$ cat config.mk
export PLATFORM = sky130hd
export DESIGN_NAME = dual_timer_counter_unit
export DESIGN_NICKNAME = d
export VERILOG_FILES = /design/src/dual_timer_pkg.sv /design/src/dual_timer_counter_unit.sv
export SDC_FILE = /design/constraint.sdc
export NUM_CORES = 1
export LEC_CHECK = 0
export BUFFER_PORTS_ARGS = -buffer_cell sky130_fd_sc_hd__buf_2
export CORE_ASPECT_RATIO = 1.1
export CORE_MARGIN = 1
export CORE_UTILIZATION = 55
export DETAILED_ROUTE_END_ITERATION = 10
export GPL_TIMING_DRIVEN = 0
export PLACE_DENSITY_LB_ADDON = 0.1
export SLEW_MARGIN = 25
export SYNTH_ARGS = -nofsm -noshare
export SYNTH_HDL_FRONTEND = slang
export SYNTH_SLANG_ARGS = --single-unit
$ cat constraint.sdc
create_clock -name i_sys_clk -period 3.86 [get_ports i_sys_clk]
set_input_delay 0.386 -clock i_sys_clk [delete_from_list [all_inputs] [get_ports i_sys_clk]]
set_output_delay 0.386 -clock i_sys_clk [all_outputs]
set_load 0.05 [all_outputs]
$ cat src/dual_timer_pkg.sv
// Constants, types and register layout of the dual timer/counter unit
package dual_timer_pkg;

	// ==========================================================
	// Machine cycle timing
	localparam int unsigned MACHINE_CYCLE_CLKS = 12;
	localparam logic [3:0]  PHASE_FIRST        = 4'h0;
	localparam logic [3:0]  PHASE_LAST         = 4'(MACHINE_CYCLE_CLKS - 1);
	// Sample phase: state 5, phase 2
	localparam logic [3:0]  SAMPLE_PHASE       = 4'h9;
	// Update phase: state 3, phase 1
	localparam logic [3:0]  UPDATE_PHASE       = 4'h4;

	// ==========================================================
	// Register byte addresses
	localparam logic [7:0] ADDR_CONTROL   = 8'h88;
	localparam logic [7:0] ADDR_MODE      = 8'h89;
	localparam logic [7:0] ADDR_LOW_ZERO  = 8'h8A;
	localparam logic [7:0] ADDR_LOW_ONE   = 8'h8B;
	localparam logic [7:0] ADDR_HIGH_ZERO = 8'h8C;
	localparam logic [7:0] ADDR_HIGH_ONE  = 8'h8D;

	// ==========================================================
	// Reset values and count limits
	localparam logic [7:0] CONTROL_RESET = 8'h00;
	localparam logic [7:0] MODE_RESET    = 8'h00;
	localparam logic [7:0] COUNT_RESET   = 8'h00;
	localparam logic [7:0] READ_UNMAPPED = 8'h00;
	localparam logic [3:0] CONTROL_RSVD  = 4'h0;
	localparam logic [4:0] LOW5_MAX      = 5'h1F;
	localparam logic [4:0] LOW5_ONE      = 5'h01;
	localparam logic [7:0] BYTE_MAX      = 8'hFF;
	localparam logic [7:0] BYTE_ONE      = 8'h01;

	// ==========================================================
	// Pin vector positions
	localparam int unsigned PIN_COUNT     = 4;
	localparam int unsigned PIN_CNT_ZERO  = 0;
	localparam int unsigned PIN_CNT_ONE   = 1;
	localparam int unsigned PIN_IRQ_ZERO  = 2;
	localparam int unsigned PIN_IRQ_ONE   = 3;

	// ==========================================================
	// Field layouts
	typedef enum logic [1:0] {
		MODE_PRESCALED = 2'b00,
		MODE_CASCADE   = 2'b01,
		MODE_RELOAD    = 2'b10,
		MODE_SPLIT     = 2'b11
	} mode_t;

	typedef struct packed {
		logic  gate;
		logic  counter_src;
		mode_t sel;
	} unit_mode_t;

	// Bit 7..4 unit one, bit 3..0 unit zero
	typedef struct packed {
		unit_mode_t unit_one;
		unit_mode_t unit_zero;
	} timer_mode_select_t;

	// Bit 7 ovf one, 6 run one, 5 ovf zero, 4 run zero, 3..0 read zero
	typedef struct packed {
		logic       unit_one_overflow;
		logic       unit_one_run;
		logic       unit_zero_overflow;
		logic       unit_zero_run;
		logic [3:0] ext_bits;
	} timer_control_t;

	typedef struct packed {
		logic [7:0] addr;
		logic       wr;
		logic [7:0] wdata;
		logic       bit_wr;
		logic [2:0] bit_sel;
		logic       bit_val;
	} sfr_req_t;

endpackage
$ cat src/dual_timer_counter_unit.sv
// Dual 16-bit timer/counter unit with mode and control registers
`timescale 1ns/1ps
`default_nettype none

// Contract
// - Timer function counts low byte once per 12-clock machine cycle.
// - Counter function counts falling edges on the unit's count pin.
// - Count pin sampled once per machine cycle; high then low registers one count.
// - Detected edge shows in the count at update phase of next cycle.
// - Each unit has high and low count bytes, joined or split by mode.
// - Mode register resets to zero and accepts whole-byte writes only.
// - Unit one gate set: counts only while irq pin one high and run set.
// - Mode bit 6 picks count pin or machine cycles for unit one.
// - Unit one mode field: prescaled, cascade, auto-reload, stopped.
// - Unit zero gate set: counts only while irq pin zero high and run set.
// - Mode bit 2 picks count pin or machine cycles for unit zero.
// - Unit zero modes 00, 01, 10 behave as unit one's.
// - Unit zero split: low byte own controls, high byte timer on unit one controls.
// - Control register resets to zero and allows single-bit writes.
// - Prescaled mode uses high byte plus low five bits; rollover sets overflow.
// - Overflow sets flag; vector acknowledge clears it.
// - Counting needs run bit; setting run keeps the count.
// - Reload copies high into low, high kept; unit one split holds count.
module dual_timer_counter_unit (
	input  wire logic                     i_sys_clk,
	input  wire logic                     i_rst_n,
	input  wire logic                     i_clk_en,
	input  wire dual_timer_pkg::sfr_req_t i_sfr_req,
	input  wire logic                     i_vector_ack_zero,
	input  wire logic                     i_vector_ack_one,
	input  wire logic                     i_count_pin_zero,
	input  wire logic                     i_count_pin_one,
	input  wire logic                     i_ext_irq_pin_zero,
	input  wire logic                     i_ext_irq_pin_one,
	output logic [7:0]                    o_sfr_rdata,
	output logic                          o_unit_zero_overflow,
	output logic                          o_unit_one_overflow
);
	import dual_timer_pkg::*;

	// ==========================================================
	// Declarations
	logic [3:0]           phase;
	logic [3:0]           next_phase;
	logic [PIN_COUNT-1:0] pin_raw;
	logic [PIN_COUNT-1:0] sync1;
	logic [PIN_COUNT-1:0] sync2;
	logic [PIN_COUNT-1:0] sync3;
	logic [PIN_COUNT-1:0] pin_lvl;
	logic [PIN_COUNT-1:0] next_pin_lvl;
	logic [1:0]           last_sample;
	logic [1:0]           next_last_sample;
	logic [1:0]           pend;
	logic [1:0]           next_pend;
	logic [1:0][7:0]      cnt_low;
	logic [1:0][7:0]      cnt_high;
	logic [1:0][7:0]      next_low;
	logic [1:0][7:0]      next_high;
	timer_mode_select_t   mode;
	timer_mode_select_t   next_mode;
	timer_control_t       ctl;
	timer_control_t       next_ctl;
	logic [7:0]           ctl_bits;
	logic [7:0]           rdata;
	logic [7:0]           next_rdata;
	unit_mode_t [1:0]     unit_cfg;
	logic [1:0]           unit_run;
	logic [1:0]           tick;
	logic [1:0]           set_ovf;
	logic                 mcycle;
	logic                 sample_now;

	assign pin_raw = {i_ext_irq_pin_one, i_ext_irq_pin_zero, i_count_pin_one, i_count_pin_zero};
	assign unit_cfg = {mode.unit_one, mode.unit_zero};
	assign unit_run = {ctl.unit_one_run, ctl.unit_zero_run};
	assign mcycle = (phase == UPDATE_PHASE);
	assign sample_now = (phase == SAMPLE_PHASE);

	// ==========================================================
	// Machine cycle phase
	always_comb begin
		next_phase = (phase == PHASE_LAST) ? PHASE_FIRST : phase + 4'h1;
	end

	always_ff @(posedge i_sys_clk or negedge i_rst_n) begin
		if (!i_rst_n) begin
			phase <= PHASE_FIRST;
		end else if (i_clk_en) begin
			phase <= next_phase;
		end
	end

	// ==========================================================
	// Pin synchronisers
	always_comb begin
		next_pin_lvl = pin_lvl;
		for (int p = 0; p < PIN_COUNT; p++) begin
			if (sync2[p] == sync3[p]) begin
				next_pin_lvl[p] = sync3[p];
			end
		end
	end

	always_ff @(posedge i_sys_clk or negedge i_rst_n) begin
		if (!i_rst_n) begin
			sync1   <= '0;
			sync2   <= '0;
			sync3   <= '0;
			pin_lvl <= '0;
		end else if (i_clk_en) begin
			sync1   <= pin_raw;
			sync2   <= sync1;
			sync3   <= sync2;
			pin_lvl <= next_pin_lvl;
		end
	end

	// ==========================================================
	// Falling edge detection on count pins
	always_comb begin
		next_last_sample = last_sample;
		next_pend = pend;
		if (mcycle) begin
			next_pend = 2'b00;
		end
		if (sample_now) begin
			next_last_sample = {pin_lvl[PIN_CNT_ONE], pin_lvl[PIN_CNT_ZERO]};
			next_pend[0] = last_sample[0] & ~pin_lvl[PIN_CNT_ZERO];
			next_pend[1] = last_sample[1] & ~pin_lvl[PIN_CNT_ONE];
		end
	end

	always_ff @(posedge i_sys_clk or negedge i_rst_n) begin
		if (!i_rst_n) begin
			last_sample <= 2'b00;
			pend        <= 2'b00;
		end else if (i_clk_en) begin
			last_sample <= next_last_sample;
			pend        <= next_pend;
		end
	end

	// ==========================================================
	// Count enables
	always_comb begin
		tick = 2'b00;
		for (int u = 0; u < 2; u++) begin
			// Source select, gate and run
			tick[u] = mcycle & unit_run[u]
				& (~unit_cfg[u].gate | pin_lvl[PIN_IRQ_ZERO + u])
				& (unit_cfg[u].counter_src ? pend[u] : 1'b1);
		end
	end

	// ==========================================================
	// Count registers
	always_comb begin
		next_low = cnt_low;
		next_high = cnt_high;
		set_ovf = 2'b00;
		for (int u = 0; u < 2; u++) begin
			unique case (unit_cfg[u].sel)
				MODE_PRESCALED: begin
					if (tick[u]) begin
						// Upper three low bits left untouched
						next_low[u][4:0] = cnt_low[u][4:0] + LOW5_ONE;
						if (cnt_low[u][4:0] == LOW5_MAX) begin
							next_high[u] = cnt_high[u] + BYTE_ONE;
							set_ovf[u] = (cnt_high[u] == BYTE_MAX);
						end
					end
				end
				MODE_CASCADE: begin
					if (tick[u]) begin
						next_low[u] = cnt_low[u] + BYTE_ONE;
						if (cnt_low[u] == BYTE_MAX) begin
							next_high[u] = cnt_high[u] + BYTE_ONE;
							set_ovf[u] = (cnt_high[u] == BYTE_MAX);
						end
					end
				end
				MODE_RELOAD: begin
					if (tick[u]) begin
						if (cnt_low[u] == BYTE_MAX) begin
							next_low[u] = cnt_high[u];
							set_ovf[u] = 1'b1;
						end else begin
							next_low[u] = cnt_low[u] + BYTE_ONE;
						end
					end
				end
				MODE_SPLIT: begin
					if (u == 0 && tick[u]) begin
						next_low[u] = cnt_low[u] + BYTE_ONE;
						set_ovf[u] = (cnt_low[u] == BYTE_MAX);
					end
				end
			endcase
		end
		// Split unit zero high byte takes over unit one run and flag
		if (mode.unit_zero.sel == MODE_SPLIT) begin
			set_ovf[1] = 1'b0;
			if (mcycle && ctl.unit_one_run) begin
				next_high[0] = cnt_high[0] + BYTE_ONE;
				set_ovf[1] = (cnt_high[0] == BYTE_MAX);
			end
		end
		// Software byte writes win over hardware updates
		if (i_sfr_req.wr) begin
			unique case (i_sfr_req.addr)
				ADDR_LOW_ZERO: next_low[0] = i_sfr_req.wdata;
				ADDR_LOW_ONE: next_low[1] = i_sfr_req.wdata;
				ADDR_HIGH_ZERO: next_high[0] = i_sfr_req.wdata;
				ADDR_HIGH_ONE: next_high[1] = i_sfr_req.wdata;
				default: begin
				end
			endcase
		end
	end

	always_ff @(posedge i_sys_clk or negedge i_rst_n) begin
		if (!i_rst_n) begin
			cnt_low  <= {COUNT_RESET, COUNT_RESET};
			cnt_high <= {COUNT_RESET, COUNT_RESET};
		end else if (i_clk_en) begin
			cnt_low  <= next_low;
			cnt_high <= next_high;
		end
	end

	// ==========================================================
	// Mode and control registers
	always_comb begin
		next_mode = mode;
		next_ctl = ctl;
		if (i_vector_ack_zero) begin
			next_ctl.unit_zero_overflow = 1'b0;
		end
		if (i_vector_ack_one) begin
			next_ctl.unit_one_overflow = 1'b0;
		end
		ctl_bits = next_ctl;
		if (i_sfr_req.wr && i_sfr_req.addr == ADDR_MODE) begin
			next_mode = timer_mode_select_t'(i_sfr_req.wdata);
		end
		if (i_sfr_req.wr && i_sfr_req.addr == ADDR_CONTROL) begin
			next_ctl = timer_control_t'(i_sfr_req.wdata);
		end else if (i_sfr_req.bit_wr && i_sfr_req.addr == ADDR_CONTROL) begin
			ctl_bits[i_sfr_req.bit_sel] = i_sfr_req.bit_val;
			next_ctl = timer_control_t'(ctl_bits);
		end
		next_ctl.ext_bits = CONTROL_RSVD;
		// Hardware set beats any clear in the same cycle
		next_ctl.unit_zero_overflow = next_ctl.unit_zero_overflow | set_ovf[0];
		next_ctl.unit_one_overflow = next_ctl.unit_one_overflow | set_ovf[1];
	end

	always_ff @(posedge i_sys_clk or negedge i_rst_n) begin
		if (!i_rst_n) begin
			mode <= timer_mode_select_t'(MODE_RESET);
			ctl  <= timer_control_t'(CONTROL_RESET);
		end else if (i_clk_en) begin
			mode <= next_mode;
			ctl  <= next_ctl;
		end
	end

	// ==========================================================
	// Read data
	always_comb begin
		unique case (i_sfr_req.addr)
			ADDR_CONTROL: next_rdata = ctl;
			ADDR_MODE: next_rdata = mode;
			ADDR_LOW_ZERO: next_rdata = cnt_low[0];
			ADDR_LOW_ONE: next_rdata = cnt_low[1];
			ADDR_HIGH_ZERO: next_rdata = cnt_high[0];
			ADDR_HIGH_ONE: next_rdata = cnt_high[1];
			default: next_rdata = READ_UNMAPPED;
		endcase
	end

	always_ff @(posedge i_sys_clk or negedge i_rst_n) begin
		if (!i_rst_n) begin
			rdata <= READ_UNMAPPED;
		end else if (i_clk_en) begin
			rdata <= next_rdata;
		end
	end

	assign o_sfr_rdata = rdata;
	assign o_unit_zero_overflow = ctl.unit_zero_overflow;
	assign o_unit_one_overflow = ctl.unit_one_overflow;

	// ==========================================================
	// Assertions
	phase_wrap_a: assert property (@(posedge i_sys_clk) disable iff (!i_rst_n)
		(i_clk_en && phase == PHASE_LAST) |=> (phase == PHASE_FIRST))
		else $error("phase did not wrap after twelve clocks");
	count_phase_a: assert property (@(posedge i_sys_clk) disable iff (!i_rst_n)
		(i_clk_en && phase != UPDATE_PHASE && !i_sfr_req.wr)
		|=> ($stable(cnt_low) && $stable(cnt_high)))
		else $error("count changed outside update phase");
	sample_phase_a: assert property (@(posedge i_sys_clk) disable iff (!i_rst_n)
		(i_clk_en && !pend[0] && phase != SAMPLE_PHASE) |=> !pend[0])
		else $error("edge detected outside sample phase");
	fall_count_a: assert property (@(posedge i_sys_clk) disable iff (!i_rst_n)
		(i_clk_en && mcycle && pend[0] && ctl.unit_zero_run && mode.unit_zero.counter_src
		&& !mode.unit_zero.gate && mode.unit_zero.sel == MODE_CASCADE && !i_sfr_req.wr)
		|=> (cnt_low[0] == $past(cnt_low[0]) + BYTE_ONE))
		else $error("falling edge not counted");
	mode_byte_a: assert property (@(posedge i_sys_clk) disable iff (!i_rst_n)
		(i_clk_en && i_sfr_req.bit_wr && !i_sfr_req.wr) |=> $stable(mode))
		else $error("mode register changed by bit write");
	gate_hold_a: assert property (@(posedge i_sys_clk) disable iff (!i_rst_n)
		(i_clk_en && mode.unit_zero.gate && !pin_lvl[PIN_IRQ_ZERO] && !i_sfr_req.wr)
		|=> $stable(cnt_low[0]))
		else $error("gated unit zero counted with irq pin low");
	auto_reload_a: assert property (@(posedge i_sys_clk) disable iff (!i_rst_n)
		(i_clk_en && mode.unit_zero.sel == MODE_RELOAD && tick[0]
		&& cnt_low[0] == BYTE_MAX && !i_sfr_req.wr)
		|=> (cnt_low[0] == $past(cnt_high[0]) && $stable(cnt_high[0]) && ctl.unit_zero_overflow))
		else $error("auto reload wrong");
	split_hold_a: assert property (@(posedge i_sys_clk) disable iff (!i_rst_n)
		(i_clk_en && mode.unit_one.sel == MODE_SPLIT && !i_sfr_req.wr)
		|=> ($stable(cnt_low[1]) && $stable(cnt_high[1])))
		else $error("stopped unit one changed");
	sw_wins_a: assert property (@(posedge i_sys_clk) disable iff (!i_rst_n)
		(i_clk_en && i_sfr_req.wr && i_sfr_req.addr == ADDR_LOW_ZERO)
		|=> (cnt_low[0] == $past(i_sfr_req.wdata)))
		else $error("software write lost to hardware");
	ovf_set_a: assert property (@(posedge i_sys_clk) disable iff (!i_rst_n)
		(i_clk_en && set_ovf[0]) |=> ctl.unit_zero_overflow)
		else $error("overflow flag not set");

endmodule

`default_nettype wire

==> results.ini <==
[die]
core_area_um2 = 8920
die_area_um2 = 9590
die_w_um = 93.5
rows = 36
initial_core_util_pct = 56.8
ios = 41
die_y_um = 103

[clock_tree]
clk_path_buf_depth = 2
postCtsSetupRepairBufs = 0
numCtsBuffers = 9
cts_max_level = 3
clkTransAtPathRegs_ns = 0.09
cts_resized = 0
cts_tree = done
clk_latency_ns = 0.37
clockRootBuffer = clkbuf_8
ctsHoldBuffers = 1
cts.sink_count = 76

[route]
drt-initial-drc-count = 464
firstDrtPassIters = 5
drc_errors = 0
routed_wl_um = 16300
wire_per_inst_um = 21.9
via_per_inst = 6.71
num_vias = 5001
antenna_left = 0

[logic_synthesis]
synth_cell_types = 70
syn_nets = 618
ys_top_cells_by_count = dfrtp_1, nand2_1, nor2_1
netlist_instances = 574
synth-edff-count = 0
synth_most_common_cell = dfrtp_1
synth.area.top_cells = dfrtp_1, mux2_2, nand2_1, a21oi_1, o21ai_0
synth.top_cell.area_share_pct = 37.6
synth-main-ff-cell = dfrtp_1
yosysSeqAreaShare_pct = 37.6
postSynthAreaPerCell_um2 = 8.82
yosysWarningCount = 0
ys_ff_latch = 76
synthArstFlopShare_pct = 100
synth_top_cell_by_area = dfrtp_1
synth.cell_area_um2 = 5060

[power]
internal_power_mw = 1.41
leakagePower_nw = 2.43
power_mw = 2.13
p_sw_mw = 0.729
powerDensity_nw_per_um2 = 378
clock_power_share_pct = 30.6
power_frac_seq_pct = 48.7
ir_drop_mv = 0.305
switching_share_pct = 34.2
combPwrFrac_pct = 20.6

[worst_setup_path]
cp-end-kind = flop
worstPathMaxFanout = 6
crit_type = reg -> reg
required_ns = 4.12
crit_arrival_ns = 3.00
cp-start-kind = flop
r2r-start = phase[0]$_DFFE_PN0P_
worstSetupStartpoint = phase[0]$_DFFE_PN0P_

[finish]
nets = 669
area_growth_pct = 11.5
multi_input_area_um2 = 2950
drive_above_1_share_pct = 16.7
fill_cells = 797
register_area_um2 = 1900

[place]
portBuffers = 38
place_congestion = 1.01
hpwl_um = 11900

[grt]
grt_usage_pct = 35.8
grt_overflow = 0
grt_pass1_wl_um = 25200
grt_pass1_vias = 4629
antenna_found_initial = 1
grt_max_degree = 55

[min_path]
hp-class = in -> reg
min_from = i_count_pin_zero

[sta]
max_freq_ghz = 0.364
post-route-min-period_ns = 2.75
fin_crit_sh_pct = 71.1
setup_tns_ns = 0
rsz0062_at_grt = false
max-slew-margin-rel_pct = 41.3
finalMaxSlewViolations = 0
worst_pin_slew_ns = 0.875
skew_ns = 0.0124
hold_violations = 0
finalSetupViolCount = 0

[job]
drv_cap = 0

[run_status]
outcome = completed

cells in the final DEF, fill, tap and decap left out, drive strengths merged, types with 3 or more instances in the layout:
| cell | count |
|---|---|
| buf | 49 |
| nand4 | 9 |
| nor2 | 41 |
| ha | 13 |
| and3 | 18 |
| clkbuf | 30 |
| a22o | 5 |
| and4 | 3 |
| inv | 23 |
| nand2 | 58 |
| o31ai | 8 |
| a21boi | 3 |
| nor3b | 4 |
| a32o | 3 |
| o221ai | 3 |
| mux4 | 4 |
| a211oi | 3 |
| or2 | 3 |
| nor2b | 6 |
| a21oi | 39 |
| nor3 | 16 |
| nand3 | 27 |
| o21a | 4 |
| mux2i | 8 |
| and2 | 7 |
| o21ai | 36 |
| a2bb2oi | 3 |
| a31oi | 11 |
| a22oi | 12 |
| o2111ai | 3 |
| o22ai | 14 |
| xor2 | 4 |
| nor4b | 3 |
| nand2b | 11 |
| dfrtp | 76 |
| mux2 | 29 |
through the flow:
stage                     utilization [%]  instances  cell area (um^2)  hold WS (ns)  setup slack, ns
final                                63.3        745              5650         0.247             1.11
after detailed placement             60.8        727              5430         0.314             1.18
after CTS                            63.3        744              5640         0.227             1.16
after global placement               60.5        726              5400         0.470             1.23
after global routing                 63.3        744              5640         0.233            0.912
after floorplan                         -        574              5060        0.0904             1.78
final timing paths:
| kind | endpoint | slack [ns] | cells past startpoint |
|---|---|---|---|
| worst max-delay path | cnt_high[11]$_DFFE_PN0P_ | 1.11 | 8 |
| worst min-delay path | sync1[0]$_DFFE_PN0P_ | 0.25 | 2 |
| worst max register to register | cnt_high[11]$_DFFE_PN0P_ | 1.11 | 8 |
| worst min register to register | sync2[3]$_DFFE_PN0P_ | 0.50 | 1 |
| max in group asynchronous | o_sfr_rdata[0]$_DFFE_PN0P_ | 2.83 | 3 |
| min in group asynchronous | cnt_low[11]$_DFFE_PN0P_ | 0.45 | 2 |
worst max-delay path: stages (launching register included):
cell       delay (ns)
dfrtp_1          0.44
inv_1            0.10
ha_1             0.14
and3b_1          0.16
buf_4            0.14
o2111ai_1        0.33
a221oi_1         0.64
o21ai_0          0.35
a22o_1           0.33
power by group through the flow:
| stage | combinational, mW | clock (mW) | sequential [mW] |
|---|---|---|---|
| global route | 0.484 | 0.694 | 1.06 |
| floorplan | 0.290 | 0 | 1.02 |
| detailed placement | 0.433 | 0 | 1.05 |
| finish | 0.441 | 0.654 | 1.04 |
| global placement | 0.413 | 0 | 1.04 |
| CTS | 0.436 | 0.660 | 1.03 |
final cells by class:
| cell class | count | area share (%) |
|---|---|---|
| antenna | 1 | 0.0443 |
| buffer | 31 | 2.44 |
| clock buffer | 9 | 2.19 |
| clock inverter | 7 | 1.48 |
| inverter | 20 | 1.33 |
| multi-input combinational | 447 | 52.2 |
| sequential | 76 | 33.7 |
| tap | 114 | 2.53 |
| timing repair buffer | 40 | 4.08 |
registers in the layout, summed over array words and instances (netlist names):
name / flops
sync2: 4
cnt_low: 16
pend: 2
pin_lvl: 4
cnt_high: 16
sync3: 4
mode: 8
sync1: 4
o_unit_one_overflow: 1
o_unit_zero_overflow: 1
o_sfr_rdata: 8
phase: 4
ctl: 2
last_sample: 2
kinds of logic (layout without fill, tap and decap cells):
| family | Yosys count | count (layout) | share of synthesized area [%] |
|---|---|---|---|
| other | 0 | 1 | 0 |
| buffers and inverters | 51 | 107 | 4.20 |
| multiplexers | 41 | 41 | 9.81 |
| flip-flops | 76 | 76 | 37.6 |
| adder cells (fa/ha/maj) | 13 | 13 | 3.21 |
| XOR/XNOR | 5 | 5 | 0.865 |
| AO/OA/AOI/OAI | 170 | 170 | 22.0 |
| AND/OR/NAND/NOR | 218 | 218 | 22.3 |
metal layers:
metal / wire (um) / up-vias / track usage [%] / share of wire (%)
met5: 0 / - / 0 / 0
met4: 740 / 0 / 17.0 / 4.5
met3: 1560 / 63 / 8.70 / 9.6
met2: 7040 / 281 / 53.1 / 43
met1: 6950 / 2398 / 49.4 / 43
li1: - / 2259 / - / -
Note: power is estimated with default switching activity, not from simulation.
